<file path="src/core/gpp_pkg.sv">
// shared constants and state types for the general purpose port block
package gpp_pkg;

	localparam logic [7:0] GPP_ADDR_PORT0_LATCH      = 8'h80;
	localparam logic [7:0] GPP_ADDR_PORT1_LATCH      = 8'h90;
	localparam logic [7:0] GPP_ADDR_PORT0_DRIVE_MODE = 8'ha4;
	localparam logic [7:0] GPP_ADDR_PORT1_DRIVE_MODE = 8'ha5;
	localparam logic [7:0] GPP_ADDR_PORT0_SKIP       = 8'hd4;

	localparam logic [7:0] GPP_RST_LATCH      = 8'hff;
	localparam logic [7:0] GPP_RST_DRIVE_MODE = 8'h00;
	localparam logic [7:0] GPP_RST_SKIP       = 8'h00;
	localparam logic [7:0] GPP_RST_RDATA      = 8'h00;
	localparam logic [7:0] GPP_UNMAPPED_READ  = 8'h00;

	localparam logic [7:0] GPP_MODE_ANALOG    = 8'h00;
	localparam logic [7:0] GPP_DRIVE_OPEN     = 8'h00;
	localparam int         GPP_BIT_VALUE_POS  = 0;

	// one port: pin value, enable and the latch it comes from
	typedef struct packed {
		logic [7:0] latch;
		logic [7:0] drive_mode;
		logic [7:0] pin_out;
		logic [7:0] pin_oe;
	} gpp_port_t;

	typedef struct packed {
		gpp_port_t  port0;
		gpp_port_t  port1;
		logic [7:0] skip0;
		logic [7:0] rdata;
	} gpp_state_t;

	typedef struct packed {
		logic [7:0] stage1;
		logic [7:0] stage2;
	} gpp_sync_t;

endpackage : gpp_pkg

</file>
<file path="src/core/gpp_port_io.sv">
// general purpose port logic for two 8-bit ports with drive mode registers and a port 0 skip register
`timescale 1ns/1ps
module gpp_port_io
	import gpp_pkg::*;
(
	input  wire logic       CORE_CLK,
	input  wire logic       RST,
	// special function register access from the core
	input  wire logic [7:0] SFR_ADDR,
	input  wire logic [7:0] SFR_WDATA,
	input  wire logic       SFR_WE,
	input  wire logic       SFR_RE,
	input  wire logic       SFR_BIT_EN,
	input  wire logic [2:0] SFR_BIT_SEL,
	input  wire logic       SFR_RMW,
	output logic      [7:0] SFR_RDATA,
	// per-pin configuration to and from neighbouring logic
	input  wire logic [7:0] PORT0_INPUT_MODE,
	input  wire logic [7:0] PORT1_INPUT_MODE,
	input  wire logic [7:0] PORT0_XBAR_CLAIM,
	input  wire logic [7:0] PORT1_XBAR_CLAIM,
	input  wire logic [7:0] PORT0_TWO_WIRE,
	input  wire logic [7:0] PORT1_TWO_WIRE,
	output logic      [7:0] PORT0_CROSSBAR_SKIP,
	// pins
	input  wire logic [7:0] PORT0_PIN_IN,
	output logic      [7:0] PORT0_PIN_OUT,
	output logic      [7:0] PORT0_PIN_OE,
	input  wire logic [7:0] PORT1_PIN_IN,
	output logic      [7:0] PORT1_PIN_OUT,
	output logic      [7:0] PORT1_PIN_OE
);

	gpp_state_t state_reg;
	gpp_state_t state_next;
	logic [7:0] pins0_sync;
	logic [7:0] pins1_sync;

	gpp_sync u_sync0 (
		.clk      (CORE_CLK),
		.rst      (RST),
		.async_in (PORT0_PIN_IN),
		.sync_out (pins0_sync)
	);

	gpp_sync u_sync1 (
		.clk      (CORE_CLK),
		.rst      (RST),
		.async_in (PORT1_PIN_IN),
		.sync_out (pins1_sync)
	);

	// output enable per pin: low latch sinks unless analog or claimed, high latch sources only in push-pull
	function automatic logic [7:0] drive_enable(
		input logic [7:0] latch,
		input logic [7:0] drive_mode,
		input logic [7:0] input_mode,
		input logic [7:0] claim,
		input logic [7:0] two_wire
	);
		logic [7:0] digital;
		logic [7:0] push_pull;
		// analog pins never drive, so the drive mode bit cannot matter there
		digital   = input_mode & ~GPP_MODE_ANALOG;
		// two-wire pins forced open-drain regardless of drive mode
		push_pull = (drive_mode ^ GPP_DRIVE_OPEN) & ~two_wire;
		// claimed pins belong to the crossbar peripheral, not to the latch
		return digital & ~claim & (~latch | push_pull);
	endfunction : drive_enable

	// value seen by a read: latch under read-modify-write, else pin level
	function automatic logic [7:0] port_read(
		input logic       rmw,
		input logic [7:0] latch,
		input logic [7:0] pins,
		input logic [7:0] input_mode
	);
		// the core flags rmw for anl orl xrl jbc cpl inc dec djnz and bit moves
		if (rmw) begin
			return latch;
		end
		// analog pins read 0; crossbar claim does not hide the pin level
		return pins & input_mode;
	endfunction : port_read

	// byte write or single-bit write into an 8-bit register
	function automatic logic [7:0] merge_write(
		input logic [7:0] old_value,
		input logic [7:0] wdata,
		input logic       bit_en,
		input logic [2:0] bit_sel
	);
		logic [7:0] result;
		result = old_value;
		if (bit_en) begin
			result[bit_sel] = wdata[GPP_BIT_VALUE_POS];
		end else begin
			result = wdata;
		end
		return result;
	endfunction : merge_write

	always_comb begin
		logic [7:0] byte_value;
		logic       bit_ok;
		byte_value = GPP_UNMAPPED_READ;
		bit_ok     = (SFR_ADDR == GPP_ADDR_PORT0_LATCH) || (SFR_ADDR == GPP_ADDR_PORT1_LATCH);
		state_next = state_reg;

		// register writes; bit access only reaches the bit-addressable port registers
		if (SFR_WE && (!SFR_BIT_EN || bit_ok)) begin
			case (SFR_ADDR)
				GPP_ADDR_PORT0_LATCH: begin
					state_next.port0.latch = merge_write(state_reg.port0.latch, SFR_WDATA,
						SFR_BIT_EN, SFR_BIT_SEL);
				end
				GPP_ADDR_PORT1_LATCH: begin
					state_next.port1.latch = merge_write(state_reg.port1.latch, SFR_WDATA,
						SFR_BIT_EN, SFR_BIT_SEL);
				end
				GPP_ADDR_PORT0_DRIVE_MODE: begin
					state_next.port0.drive_mode = SFR_WDATA;
				end
				GPP_ADDR_PORT1_DRIVE_MODE: begin
					state_next.port1.drive_mode = SFR_WDATA;
				end
				GPP_ADDR_PORT0_SKIP: begin
					state_next.skip0 = SFR_WDATA;
				end
				default: begin
				end
			endcase
		end

		// register reads, answered from a flop one cycle later
		case (SFR_ADDR)
			GPP_ADDR_PORT0_LATCH: begin
				byte_value = port_read(SFR_RMW, state_reg.port0.latch, pins0_sync, PORT0_INPUT_MODE);
			end
			GPP_ADDR_PORT1_LATCH: begin
				byte_value = port_read(SFR_RMW, state_reg.port1.latch, pins1_sync, PORT1_INPUT_MODE);
			end
			GPP_ADDR_PORT0_DRIVE_MODE: begin
				byte_value = state_reg.port0.drive_mode;
			end
			GPP_ADDR_PORT1_DRIVE_MODE: begin
				byte_value = state_reg.port1.drive_mode;
			end
			GPP_ADDR_PORT0_SKIP: begin
				byte_value = state_reg.skip0;
			end
			default: begin
				byte_value = GPP_UNMAPPED_READ;
			end
		endcase
		if (SFR_RE) begin
			if (SFR_BIT_EN) begin
				state_next.rdata = {7'h00, byte_value[SFR_BIT_SEL]};
			end else begin
				state_next.rdata = byte_value;
			end
		end

		// pin drive follows the new latch so outputs change with the write
		state_next.port0.pin_out = state_next.port0.latch;
		state_next.port1.pin_out = state_next.port1.latch;
		state_next.port0.pin_oe  = drive_enable(state_next.port0.latch, state_next.port0.drive_mode,
			PORT0_INPUT_MODE, PORT0_XBAR_CLAIM, PORT0_TWO_WIRE);
		state_next.port1.pin_oe  = drive_enable(state_next.port1.latch, state_next.port1.drive_mode,
			PORT1_INPUT_MODE, PORT1_XBAR_CLAIM, PORT1_TWO_WIRE);
	end

	always_ff @(posedge CORE_CLK) begin
		if (RST) begin
			state_reg.port0.latch      <= GPP_RST_LATCH;
			state_reg.port0.drive_mode <= GPP_RST_DRIVE_MODE;
			state_reg.port0.pin_out    <= GPP_RST_LATCH;
			state_reg.port0.pin_oe     <= 8'h00;
			state_reg.port1.latch      <= GPP_RST_LATCH;
			state_reg.port1.drive_mode <= GPP_RST_DRIVE_MODE;
			state_reg.port1.pin_out    <= GPP_RST_LATCH;
			state_reg.port1.pin_oe     <= 8'h00;
			state_reg.skip0            <= GPP_RST_SKIP;
			state_reg.rdata            <= GPP_RST_RDATA;
		end else begin
			state_reg <= state_next;
		end
	end

	assign SFR_RDATA           = state_reg.rdata;
	assign PORT0_CROSSBAR_SKIP = state_reg.skip0;
	assign PORT0_PIN_OUT       = state_reg.port0.pin_out;
	assign PORT0_PIN_OE        = state_reg.port0.pin_oe;
	assign PORT1_PIN_OUT       = state_reg.port1.pin_out;
	assign PORT1_PIN_OE        = state_reg.port1.pin_oe;

endmodule : gpp_port_io

</file>
<file path="src/core/gpp_sync.sv">
// two-flop synchroniser for one port's eight pin levels
`timescale 1ns/1ps
module gpp_sync
	import gpp_pkg::*;
(
	input  wire logic       clk,
	input  wire logic       rst,
	input  wire logic [7:0] async_in,
	output logic      [7:0] sync_out
);

	gpp_sync_t state_reg;
	gpp_sync_t state_next;

	// stage1 feeds stage2 only; nothing else looks at it
	always_comb begin
		state_next        = state_reg;
		state_next.stage1 = async_in;
		state_next.stage2 = state_reg.stage1;
	end

	always_ff @(posedge clk) begin
		if (rst) begin
			state_reg <= '0;
		end else begin
			state_reg <= state_next;
		end
	end

	assign sync_out = state_reg.stage2;

endmodule : gpp_sync

</file>
<file path="config.mk">
export PLATFORM = sky130hd
export DESIGN_NAME = gpp_port_io
export DESIGN_NICKNAME = d
export VERILOG_FILES = /design/src/core/gpp_pkg.sv /design/src/core/gpp_port_io.sv /design/src/core/gpp_sync.sv
export SDC_FILE = /design/constraint.sdc
export NUM_CORES = 1
export LEC_CHECK = 0
export BUFFER_PORTS_ARGS = -buffer_cell sky130_fd_sc_hd__buf_4
export CAP_MARGIN = 25
export CELL_PAD_IN_SITES_DETAIL_PLACEMENT = 0
export CELL_PAD_IN_SITES_GLOBAL_PLACEMENT = 1
export CORE_MARGIN = 3
export CORE_UTILIZATION = 34
export DETAILED_ROUTE_END_ITERATION = 10
export PLACE_DENSITY = 0.81
export SKIP_CTS_REPAIR_TIMING = 1
export SLEW_MARGIN = 20
export SYNTH_ARGS = -nofsm -noshare
export SYNTH_HDL_FRONTEND = slang
export SYNTH_HIERARCHICAL = 1
export SYNTH_SLANG_ARGS = --single-unit
</file>
<file path="constraint.sdc">
create_clock -name CORE_CLK -period 1.94 [get_ports CORE_CLK]
set_input_delay 0.097 -clock CORE_CLK [delete_from_list [all_inputs] [get_ports CORE_CLK]]
set_output_delay 0.097 -clock CORE_CLK [all_outputs]
set_load 0.05 [all_outputs]
</file>
# Yosys cells after proc, flatten, opt, wreduce, memory -nomap -nowiden
# Index checks and enable logic that the tools add are counted.
[totals]
regBits = 96
in_bits = 89
output_inout_bits = 48
wordCells = 64
[classes]
order_cmp = 2
n_eq_ne = 5
mux = 23
bitwise = 16
n_reduce_logical = 6
[ops]
columns = ["cell", "count"]
rows = [
  ["$mux 8", 11],
  ["$and 8x8->8", 8],
  ["$not 8->8", 6],
  ["$eq 8x8->1 const B", 5],
  ["$pmux 8 s5", 1],
  ["$mux 16", 2],
  ["$bwmux 8", 2],
  ["$or 8x8->8", 2],
  ["$mux 1", 5],
  ["$lt 3x4->1 const B", 1],
  ["$bmux 1 s3", 1],
  ["$demux 1 s3", 1],
  ["$ge 3x1->1 const B", 1],
  ["$logic_and 1x1->1", 2],
  ["$logic_or 1x1->1", 2],
  ["$reduce_and 2->1", 1],
  ["$logic_not 1->1", 1],
]

# Longest topological paths before layout
# Gate-level depths: netlist (run 1).
[depth]
depth_word = 11
mapped_depth = 10
depth_no_buf = 7

# Hierarchy
# The synthesis (run 1) kept the hierarchy.
[modules_own_cells]
columns = ["mod", "instances", "cells_per_inst", "area_per_inst_um2", "seq_area_each_um2"]
rows = [
  ["gpp_port_io", 1, 444, 3654.8, 1281.2],
  ["gpp_sync", 2, 33, 464.2, 320.3],
]

# Worst setup path after synthesis (run 1)
# No wires, ideal clock.
[synth_timing]
path_type = "input port to flip-flop"
start = "input port SFR_ADDR[0]"
end = "register state_reg, in the netlist SFR_RDATA[0]"
setup_time_ns = 0.123
arrival_ns = 1.831
required_ns = 1.817
path_slack_ns = -0.013
cell_stages = 7
path_buffers = 1
cell_sequence = "buf_1 > mux2_2 > a221oi_1 > nand2_1 > a221oi_1 > a211oi_1 > a311o_2"
[synth_between]
elab_chain_cells = 5
word_cells_on_any_way = 9
classes_between = "eq/ne (5); mux (4)"
[synth_rtl]
columns = ["element", "line", "rtl"]
rows = [
  ["from (decl)", "gpp_port_io.sv:9", "input wire logic [7:0] SFR_ADDR,"],
  ["$eq 8x8->1", "gpp_port_io.sv:136", "case (SFR_ADDR)"],
  ["$pmux 8 s5 *", "gpp_port_io.sv:136", ""],
  ["$bmux 1 s3", "gpp_port_io.sv:158", "state_next.rdata = {7'h00, byte_value[SFR_BIT_SEL]};"],
  ["$mux 1 (not written as such)", "gpp_port_io.sv:158", ""],
  ["$mux 8 *", "gpp_port_io.sv:157", "if (SFR_BIT_EN) begin"],
  ["to (signal assigned)", "gpp_port_io.sv:186", "state_reg <= state_next;"],
  ["to (decl)", "gpp_port_io.sv:34", "gpp_state_t state_reg;"],
]
# Mark *: on every way between the ends. The rest lies on a longest branch, timed or not. The select of a mux whose other input is x is not followed.
# A chain may end at the register's enable or synchronous reset.

# Worst setup path after layout (run 1)
[layout_timing]
start = "input port PORT1_INPUT_MODE[1]"
end = "register state_reg, in the netlist SFR_RDATA[0]"
[layout_between]
elab_chain_cells = 6
[layout_rtl]
columns = ["element", "line", "rtl"]
rows = [
  ["from (decl)", "gpp_port_io.sv:19", "input wire logic [7:0] PORT1_INPUT_MODE,"],
  ["$and 8x8->8", "gpp_port_io.sv:83", "return pins & input_mode;"],
  ["$mux 8", "gpp_port_io.sv:83", ""],
  ["$pmux 8 s5", "gpp_port_io.sv:136", ""],
  ["$bmux 1 s3", "gpp_port_io.sv:158", ""],
  ["$mux 1 (not written as such)", "gpp_port_io.sv:158", ""],
  ["$mux 8", "gpp_port_io.sv:157", ""],
]
# Every way passes these cells. The select of a mux whose other input is x is not followed.

==> run_results.csv, run 1 <==
group,metric,value,unit
run_status,status,"finished with violations",
run_status,violations,"negative hold slack",
power_and_ir_drop,power.density,686,nW/µm²
setup_path,worst_path_most_repeated_cell,"o21ai_0",
global_route,grt_pass1_wl,21600,µm
setup_path,cp_cell_sequence,"dlygate4sd3_1, buf_4, nand2_1, o21ai_0, a32oi_1, o21ai_0, a221oi_2, a211oi_2, a311o_2",
floorplan,die_h,122,µm
finish,regArea,1920,µm²
placement,place_inst,801,
clocking,htreeDepth,3,
power_and_ir_drop,ir_drop,0.000398,V
finish,nNetsFinal,757,
setup_path,crit_slowest_cell,"dlygate4sd3_1",
setup_path,r2r_cells,7,
setup_path,r2r-start,"PORT0_PIN_OUT[5]$_SDFF_PP1_",
global_route,first_global_vias,4067,
routing,vias,4203,
timing,hold_viol_final,6,
timing,maxSlewViolCount,0,
routing,wire_per_inst,17.0,µm
placement,finalWeightedCongestion,0.960,
setup_path,slowest_delay,540,ps
setup_path,worstReg2RegEnd,"SFR_RDATA[0]$_SDFFE_PP0P_",
setup_path,startpoint_type,"input port",
finish,largest_register_ffs,16,
global_route,overflow,0,
clocking,root_buffer,"clkbuf_16",
floorplan,ios,137,
setup_path,cp_max_fo,2,
routing,drt_iter0_drc,224,
synth,seq_area_frac_synth,0.419,
global_route,track_usage,0.189,
worst_hold_path,whs_endpoint,"u_sync0/state_next[3]$_SDFF_PP0_",
timing,timing.hold.ws,-47.3,ps
timing,period_share,0.949,
synth,syn_nets,599,
worst_hold_path,hold_path_class,"in2reg",
placement,dp_hpwl,10800,µm
timing,setup_viol_count_final,0,
worst_hold_path,hold_start,"PORT0_PIN_IN[3]",
synth,synth-seq-cells,96,
floorplan,core_area,12900,µm²
setup_path,ff2ff_setup_slack,110,ps
floorplan,die_x,122,µm
global_route,grt_max_degree,41,
finish,fin_cells,845,
routing,avgViaCountPerCell,4.97,
placement,place_ws,-266,ps
power_and_ir_drop,leakage,3.02,nW
clocking,clk_pin_slew,70,ps
synth,syn_area_per_cell,8.99,µm²
floorplan,die_area,14900,µm²
synth,synthCells,510,
setup_path,cp_top_family,"compound AO/OA/AOI/OAI gates",
clocking,cts_buffers,9,
routing,dr.pass1.iters,5,
placement,portBuffers,136,
timing,fin_skew,6.64,ps
setup_path,cp-end-kind,"flop",
synth,synth_area,4580,µm²
setup_path,required,2180,ps
synth,yosys_warnings,6,
clocking,tritoncts,"yes",
timing,max_slew_margin,0.669,
timing,period_minus_slack,1840,ps
routing,routed_wl,14300,µm
routing,drc_errors,0,
global_route,antenna_found_initial,0,
synth,ys_types,47,
clocking,clk_latency,350,ps
floorplan,placementRows,41,
setup_path,critPathKind,"in2reg",
worst_hold_path,hold_depth,2,
finish,postLayoutCoreUtil,0.502,
routing,ant_nets,0,
finish,area_growth,41.1,%
finish,filler_cell_count,1204,
finish,drive_above_1_share,0.383,
timing,max_freq,543,MHz
setup_path,cp.arrival,2080,ps
setup_path,path_buf_inv,2,
timing,tightest_slew,484,ps
finish,multiInputGateArea,2230,µm²
timing,fin_ws,98.4,ps
clocking,clkSinkCount,96,
run,cap_violations,0,
floorplan,start_util,0.356,
finish,antenna_cells,0,
clocking,ctsLongestPathBuffers,2,
## cells by family (layout without fill, tap and decap cells)
kind of cell,count (synthesis),count (layout),share of synthesized area
AOI/OAI and AO/OA,76,76,0.124
buffers and inverters,76,239,0.108
DFF,96,96,0.419
muxes,43,43,0.0942
and+or+nand+nor,219,219,0.255
## metal layers
metal	track usage	wire length, µm
met2	0.294	6470
met3	0.0594	1250
met1	0.251	6370
met5	0	0
met4	0.0602	252
## per-stage QoR
| stage | power (mW) | TNS, ps | area [µm²] | hold slack [ps] |
|---|---|---|---|---|
| 2_1_floorplan | 2.21 | 0 | 4590 | 174 |
| 3_3_place_gp | 2.45 | -1220 | 5810 | 263 |
| 3_5_place_dp | 2.46 | -2160 | 5810 | 260 |
| 4_1_cts | 4.41 | -113 | 6140 | -115 |
| 5_1_grt | 4.58 | -33.3 | 6470 | 0.145 |
| 6_report | 4.43 | 0 | 6470 | -47.3 |
## final cells by class
cell class / instances / share of cell area
Sequential cell: 96 / 0.297
Clock inverter: 5 / 0.0122
Clock buffer: 11 / 0.0391
Timing Repair Buffer: 220 / 0.271
Inverter: 3 / 0.00174
Multi-Input combinational cell: 338 / 0.345
Tap cell: 172 / 0.0333
## report_power, final
group          internal, mW  leakage (nW)  total [mW]  switching, mW
clock                  1.20         0.165        1.97          0.773
combinational         0.247          2.07       0.454          0.207
sequential             2.00         0.781        2.01        0.00745
## Yosys cell counts, drive strengths merged
cell type	count	area, µm²
nor2	78	293
nand4	1	6.26
or4bb	1	11.3
o221ai	12	105
dfxtp	96	1920
a22oi	2	15.0
nor4	2	33.8
a22o	1	8.76
nand3b	8	60.1
clkbuf	16	60.1
nand2b	5	31.3
inv	2	7.51
buf	57	422
a32oi	4	35.0
a221o	1	11.3
a211oi	2	15.0
or3b	2	17.5
o21ai	19	95.1
o211a	12	120
nand4bb	1	16.3
and3	2	12.5
a21oi	11	55.1
nand2	58	218
o2bb2ai	2	17.5
nor4b	5	58.8
and2b	12	105
nand3	3	15.0
a221oi	4	35.0
a311o	1	11.3
a31oi	1	6.26
nor3b	4	30.0
mux2	1	11.3
a2111oi	3	26.3
or2	2	12.5
mux2i	42	420
nor2b	27	204
nor3	7	35.0
or4	1	7.51
o211ai	1	12.5
clkinv	1	3.75
## cells in the final DEF (no fill, tap or decap), drive strengths merged, types with 2 or more instances in the layout
cell,count
buf,194
dfxtp,96
nor2,78
nand2,58
mux2i,42
nor2b,27
dlygate4sd3,26
o21ai,19
o221ai,12
o211a,12
and2b,12
a21oi,11
clkbuf,11
nand3b,8
nor3,7
nand2b,5
nor4b,5
a221oi,4
nor3b,4
a32oi,4
clkinv,4
nand3,3
a2111oi,3
a22oi,2
inv,2
and3,2
or2,2
bufinv,2
or3b,2
nor4,2
a211oi,2
o2bb2ai,2
## worst max path at each step
stage | startpoint | cells after the start | slack, ps | endpoint
after floorplan | SFR_ADDR[3] | 8 | 0.9 | SFR_RDATA[0]$_SDFFE_PP0P_
after global placement | SFR_ADDR[3] | 9 | -160 | SFR_RDATA[0]$_SDFFE_PP0P_
after detailed placement | SFR_ADDR[3] | 9 | -270 | SFR_RDATA[0]$_SDFFE_PP0P_
after CTS | u_sync1/sync_out[6]$_SDFF_PP0_ | 7 | -110 | SFR_RDATA[0]$_SDFFE_PP0P_
after global routing | SFR_ADDR[3] | 9 | -30 | SFR_RDATA[0]$_SDFFE_PP0P_
final | PORT1_INPUT_MODE[1] | 9 | 100 | SFR_RDATA[0]$_SDFFE_PP0P_
No activity file was read; power rests on OpenSTA's default activity.
==> inputs of run 2 (changes only) <==
--- a/config.mk
+++ b/config.mk
@@ -5,14 +5,15 @@
 export SDC_FILE = /design/constraint.sdc
 export NUM_CORES = 1
 export LEC_CHECK = 0
+export ABC_AREA = 1
 export BUFFER_PORTS_ARGS = -buffer_cell sky130_fd_sc_hd__buf_4
 export CAP_MARGIN = 25
 export CELL_PAD_IN_SITES_DETAIL_PLACEMENT = 0
 export CELL_PAD_IN_SITES_GLOBAL_PLACEMENT = 1
 export CORE_MARGIN = 3
-export CORE_UTILIZATION = 34
+export CORE_UTILIZATION = 33
 export DETAILED_ROUTE_END_ITERATION = 10
-export PLACE_DENSITY = 0.81
+export PLACE_DENSITY = 0.82
 export SKIP_CTS_REPAIR_TIMING = 1
 export SLEW_MARGIN = 20
 export SYNTH_ARGS = -nofsm -noshare
==> run 2 against run 1 <==
Net effect:
- the flow still finishes with violations (negative hold slack)
- design area did not move
- via count rose by 9.8%
- non-clock buffer count fell by 36
- count of clock-buffer cells in the layout fell by 1
- combinational power rose by 5.7%
==> run_results.csv, run 2 <==
group,metric,value,unit
run_status,status,"finished with violations",
run_status,violations,"negative hold slack",
setup_path,slowest_delay,350,ps
synth,seq_area_frac_synth,0.388,
synth,synth_edf_count,0,
timing,tightest_slew,573,ps
floorplan,die_x,129,µm
timing,setup_viol_count_final,0,
synth,yosysTopAreaCellShare,0.388,
synth,syn_nets,788,
setup_path,cp_max_fo,2,
clocking,tritoncts,"yes",
routing,wire_per_inst,15.4,µm
timing,timing.hold.ws,-15.8,ps
clocking,clkSinkCount,96,
placement,portBuffers,136,
global_route,antenna_found_initial,0,
synth,synth-seq-cells,96,
run,cap_violations,0,
timing,rsz0062_at_grt,"no",
placement,dp_hpwl,12000,µm
routing,routed_wl,15600,µm
setup_path,worst_path_most_repeated_cell,"nand2_1",
synth,async_flop_share,0,
timing,max_slew_margin,0.615,
finish,postLayoutCoreUtil,0.443,
floorplan,ios,137,
global_route,overflow,0,
floorplan,placementRows,44,
power_and_ir_drop,ir_drop,0.000617,V
clocking,htreeDepth,3,
finish,layout_commonest_cell,"nand2_1",
global_route,grt_pass1_wl,23400,µm
timing,period_share,0.758,
global_route,first_global_vias,4337,
finish,drive_above_1_share,0.260,
finish,fin_cells,1012,
power_and_ir_drop,power.density,675,nW/µm²
finish,largest_register_ffs,16,
synth,yosysMostFrequentCell,"nand2_1",
clocking,clk_latency,360,ps
setup_path,startpoint_type,"flop",
clocking,root_buffer,"clkbuf_16",
timing,max_freq,680,MHz
clocking,ctsLongestPathBuffers,2,
floorplan,start_util,0.340,
timing,period_minus_slack,1470,ps
routing,dr.pass1.iters,4,
setup_path,path_buf_inv,1,
finish,area_growth,30.5,%
timing,fin_setup_tns,0,ps
clocking,cts_buffers,9,
synth,synthCells,699,
global_route,grt_max_degree,62,
setup_path,critPathKind,"reg2reg",
synth,synth_area,4960,µm²
synth,syn_area_per_cell,7.09,µm²
global_route,track_usage,0.185,
floorplan,die_h,129,µm
floorplan,core_area,14600,µm²
finish,nNetsFinal,912,
timing,fin_skew,14.2,ps
placement,finalWeightedCongestion,0.892,
routing,avgViaCountPerCell,4.56,
setup_path,required,2230,ps
floorplan,die_area,16500,µm²
timing,maxSlewViolCount,0,
finish,multiInputGateArea,2210,µm²
power_and_ir_drop,leakage,3.12,nW
finish,regArea,1920,µm²
setup_path,crit_slowest_cell,"o21ai_0",
setup_path,cp.arrival,1760,ps
finish,antenna_cells,0,
placement,place_inst,963,
timing,hold_viol_final,6,
synth,ys_types,33,
routing,drt_iter0_drc,264,
synth,synth_top_cell_by_area,"dfxtp_1",
setup_path,cp_cell_sequence,"inv_1, o21ai_0, nand3_1, nand2_1, o21bai_1, nand2_1, nor2_1, nand2_1, nand2_1, a21oi_1",
finish,final_cell_mix,"nand2_1 (168), buf_4 (149), dfxtp_1 (96), nor2_1 (78), inv_1 (77)",
clocking,clk_pin_slew,70,ps
synth,yosys_warnings,6,
worst_hold_path,hold_path_class,"in2reg",
setup_path,cp-end-kind,"flop",
setup_path,cp_top_family,"compound AO/OA/AOI/OAI gates",
placement,place_ws,147,ps
routing,drc_errors,0,
synth,synthFlopType,"dfxtp_1",
routing,ant_nets,0,
power_and_ir_drop,finalPower,4.37,mW
routing,vias,4613,
finish,filler_cell_count,1502,
synth,synth_common_cells,"nand2_1 (168), dfxtp_1 (96), nor2_1 (78)",
timing,fin_ws,470,ps
synth,ys_top_cells_by_area,"dfxtp_1 (39%), nand2_1 (13%), buf_4 (7.3%)",
run 2: worst register-to-register path, cell delays in order, from the launching register on:
cell and delay (ps):
dfxtp_1 340, inv_1 50, o21ai_0 350, nand3_1 130
nand2_1 110, o21bai_1 80, nand2_1 70, nor2_1 40
nand2_1 50, nand2_1 60, a21oi_1 120
run 2: kinds of logic after synthesis:
family,share of synthesized area
buffers and inverters,0.167
flip-flops,0.388
AO/OA/AOI/OAI,0.118
AND/OR/NAND/NOR,0.328
run 2: through the flow:
step / area [µm²] / hold slack [ps]
after floorplan: 4960 / 204
after global placement: 5830 / 299
after detailed placement: 5830 / 302
after CTS: 6140 / -75.5
after global routing: 6470 / -1.16
final: 6470 / -15.8
run 2: worst paths after layout:
check | slack (ps) | depth (start not counted) | start | to
worst min register to register | 400 | 2 | u_sync1/state_next[3]$_SDFF_PP0_ | u_sync1/sync_out[3]$_SDFF_PP0_
worst max register to register | 470 | 10 | PORT0_PIN_OUT[6]$_SDFF_PP1_ | SFR_RDATA[0]$_SDFFE_PP0P_
worst min-delay path | -20 | 4 | PORT0_XBAR_CLAIM[2] | PORT0_PIN_OE[2]$_SDFF_PP0_
worst max-delay path | 470 | 10 | PORT0_PIN_OUT[6]$_SDFF_PP1_ | SFR_RDATA[0]$_SDFFE_PP0P_
run 2: power breakdown:
group          switching [mW]  total, mW  internal, mW
clock                   0.824       1.87          1.05
sequential             0.0112       2.01          2.00
combinational           0.252      0.480         0.228
total                    1.09       4.37          3.28
run 2: per-layer routing:
metal  vias to the layer above  share of wire  GRT usage
met2                       130           0.49      0.295
met4                         0          0.019     0.0599
li1                       2381              -          -
met5                         -              0          0
met3                        18          0.057     0.0531
met1                      2084           0.44      0.241
run 2: cell type report:
type	count	area share
repair buffers	184	0.230
clock inverters	6	0.0112
clock buffers	10	0.0370
well taps	184	0.0356
flip-flops and latches	96	0.297
multi-input cells	450	0.341
inverters	82	0.0476
==> inputs of run 3 (changes only) <==
--- a/config.mk
+++ b/config.mk
@@ -11,9 +11,9 @@
 export CELL_PAD_IN_SITES_DETAIL_PLACEMENT = 0
 export CELL_PAD_IN_SITES_GLOBAL_PLACEMENT = 1
 export CORE_MARGIN = 3
-export CORE_UTILIZATION = 33
+export CORE_UTILIZATION = 37
 export DETAILED_ROUTE_END_ITERATION = 10
-export PLACE_DENSITY = 0.82
+export PLACE_DENSITY = 0.86
 export SKIP_CTS_REPAIR_TIMING = 1
 export SLEW_MARGIN = 20
 export SYNTH_ARGS = -nofsm -noshare
==> constraint.sdc (replaced) <==
create_clock -name CORE_CLK -period 1.45 [get_ports CORE_CLK]
set_input_delay 0.0725 -clock CORE_CLK [delete_from_list [all_inputs] [get_ports CORE_CLK]]
set_output_delay 0.0725 -clock CORE_CLK [all_outputs]
set_load 0.05 [all_outputs]
==> run 3 against run 2 <==
Net effect:
- highest routed layer unchanged
- critical path type unchanged
- the flow still finishes with violations (negative hold slack)
- design area rose by 8.2%
- largest power group unchanged
- non-clock buffer count rose by 65
- via count rose by 6.4%
==> run_results.csv, run 3 (synthesized netlist as in run 2, its figures left out) <==
group,metric,value,unit
setup_path,slowest_delay,310,ps
clocking,cts_buffers,9,
routing,drc_errors,0,
timing,hold_viol_final,9,
placement,portBuffers,136,
placement,finalWeightedCongestion,0.928,
setup_path,critPathKind,"reg2reg",
setup_path,cp-end-kind,"flop",
timing,period_minus_slack,1340,ps
power_and_ir_drop,power.density,828,nW/µm²
placement,place_ws,-160,ps
setup_path,cp.arrival,1580,ps
finish,final_cell_mix,"buf_4 (198), nand2_1 (166), dfxtp_1 (95), inv_1 (77), nor2_1 (76)",
routing,avgViaCountPerCell,4.61,
timing,fin_skew,7.69,ps
floorplan,die_area,14800,µm²
timing,rsz0062_at_grt,"yes",
routing,routed_wl,16200,µm
run,cap_violations,0,
finish,layout_commonest_cell,"buf_4",
timing,setup_viol_count_final,0,
power_and_ir_drop,ir_drop,0.000498,V
placement,dp_hpwl,12700,µm
setup_path,worst_path_most_repeated_cell,"nand2_1",
floorplan,core_area,12900,µm²
global_route,grt_pass1_wl,23600,µm
floorplan,die_x,122,µm
floorplan,placementRows,41,
floorplan,start_util,0.385,
setup_path,crit_slowest_cell,"dfxtp_1",
clocking,root_buffer,"clkbuf_16",
finish,postLayoutCoreUtil,0.544,
timing,max_freq,745,MHz
run_status,status,"finished with violations",
clocking,tritoncts,"yes",
setup_path,cp_max_fo,2,
timing,period_share,0.926,
setup_path,cp_cell_sequence,"nand2_1, nand2_1, o21ai_1, buf_4, nor2_2, nor2_1, nand2_1, nand2_1, nand2_2, nor2_1, nand2_1, nand2_1, a21oi_2",
routing,ant_nets,0,
clocking,clk_latency,350,ps
floorplan,ios,137,
floorplan,die_h,122,µm
run_status,violations,"negative hold slack",
global_route,antenna_found_initial,0,
power_and_ir_drop,finalPower,5.80,mW
timing,tightest_slew,584,ps
timing,maxSlewViolCount,0,
global_route,overflow,0,
clocking,ctsLongestPathBuffers,2,
routing,vias,4909,
global_route,track_usage,0.210,
finish,drive_above_1_share,0.304,
routing,wire_per_inst,15.2,µm
finish,nNetsFinal,977,
routing,drt_iter0_drc,257,
finish,area_growth,41.2,%
clocking,clkSinkCount,96,
clocking,clk_pin_slew,70,ps
setup_path,startpoint_type,"flop",
global_route,grt_max_degree,58,
power_and_ir_drop,leakage,3.41,nW
setup_path,required,1690,ps
finish,antenna_cells,0,
routing,dr.pass1.iters,5,
global_route,first_global_vias,4536,
finish,filler_cell_count,1229,
timing,max_slew_margin,0.610,
timing,fin_ws,107,ps
finish,largest_register_ffs,16,
clocking,htreeDepth,3,
timing,timing.hold.ws,-19.5,ps
worst_hold_path,hold_path_class,"in2reg",
-- run 3: changes by cell type in the layout (fill, tap and decap cells not counted), sizes merged --
cell / change
buf: +50
dlygate4sd3: +15
inv: -3
clkbuf: +1
clkinv: +1
-- run 3: critical path: cells and delay by family, from the launching register on --
kind | cells | cell delay (ps)
AOI/OAI and AO/OA | 2 | 120
buffers and inverters | 1 | 130
DFF | 1 | 310
and+or+nand+nor | 10 | 680
-- run 3: where the power goes --
part,total [mW],internal [mW],switching [mW]
sequential,2.69,2.68,0.0143
clock,2.39,1.38,1.01
combinational,0.707,0.355,0.352
-- run 3: stage by stage --
stage               TNS (ps)  instance area (µm²)  std cells
finish                     0                 7000       1064
global route           -41.6                 7000       1064
CTS                    -43.6                 6490       1015
detailed placement     -3100                 6190       1000
global placement       -2650                 6190       1000
floorplan                  0                 4960        699
-- run 3: per-layer routing --
metal / up-vias / share of wire / track usage
li1: 2515 / - / -
met1: 2237 / 0.42 / 0.261
met2: 136 / 0.51 / 0.365
met3: 21 / 0.047 / 0.0353
met4: 0 / 0.020 / 0.0819
met5: - / 0 / 0
-- run 3: cell type report --
type	count	area, µm²	area share
clock inverters	4	55.1	0.00787
multi-input cells	450	2230	0.318
flip-flops and latches	96	1920	0.275
well taps	172	215	0.0307
repair buffers	249	2030	0.290
clock buffers	11	243	0.0347
inverters	82	308	0.0440
-- run 3: final timing paths --
path | from | end | slack (ps) | cells after the start
hold / removal | PORT1_TWO_WIRE[3] | PORT1_PIN_OE[3]$_SDFF_PP0_ | -20 | 3
setup reg to reg | u_sync0/sync_out[4]$_SDFF_PP0_ | SFR_RDATA[0]$_SDFFE_PP0P_ | 110 | 13
setup / recovery | u_sync0/sync_out[4]$_SDFF_PP0_ | SFR_RDATA[0]$_SDFFE_PP0P_ | 110 | 13
hold reg to reg | u_sync1/state_next[5]$_SDFF_PP0_ | u_sync1/sync_out[5]$_SDFF_PP0_ | 400 | 2
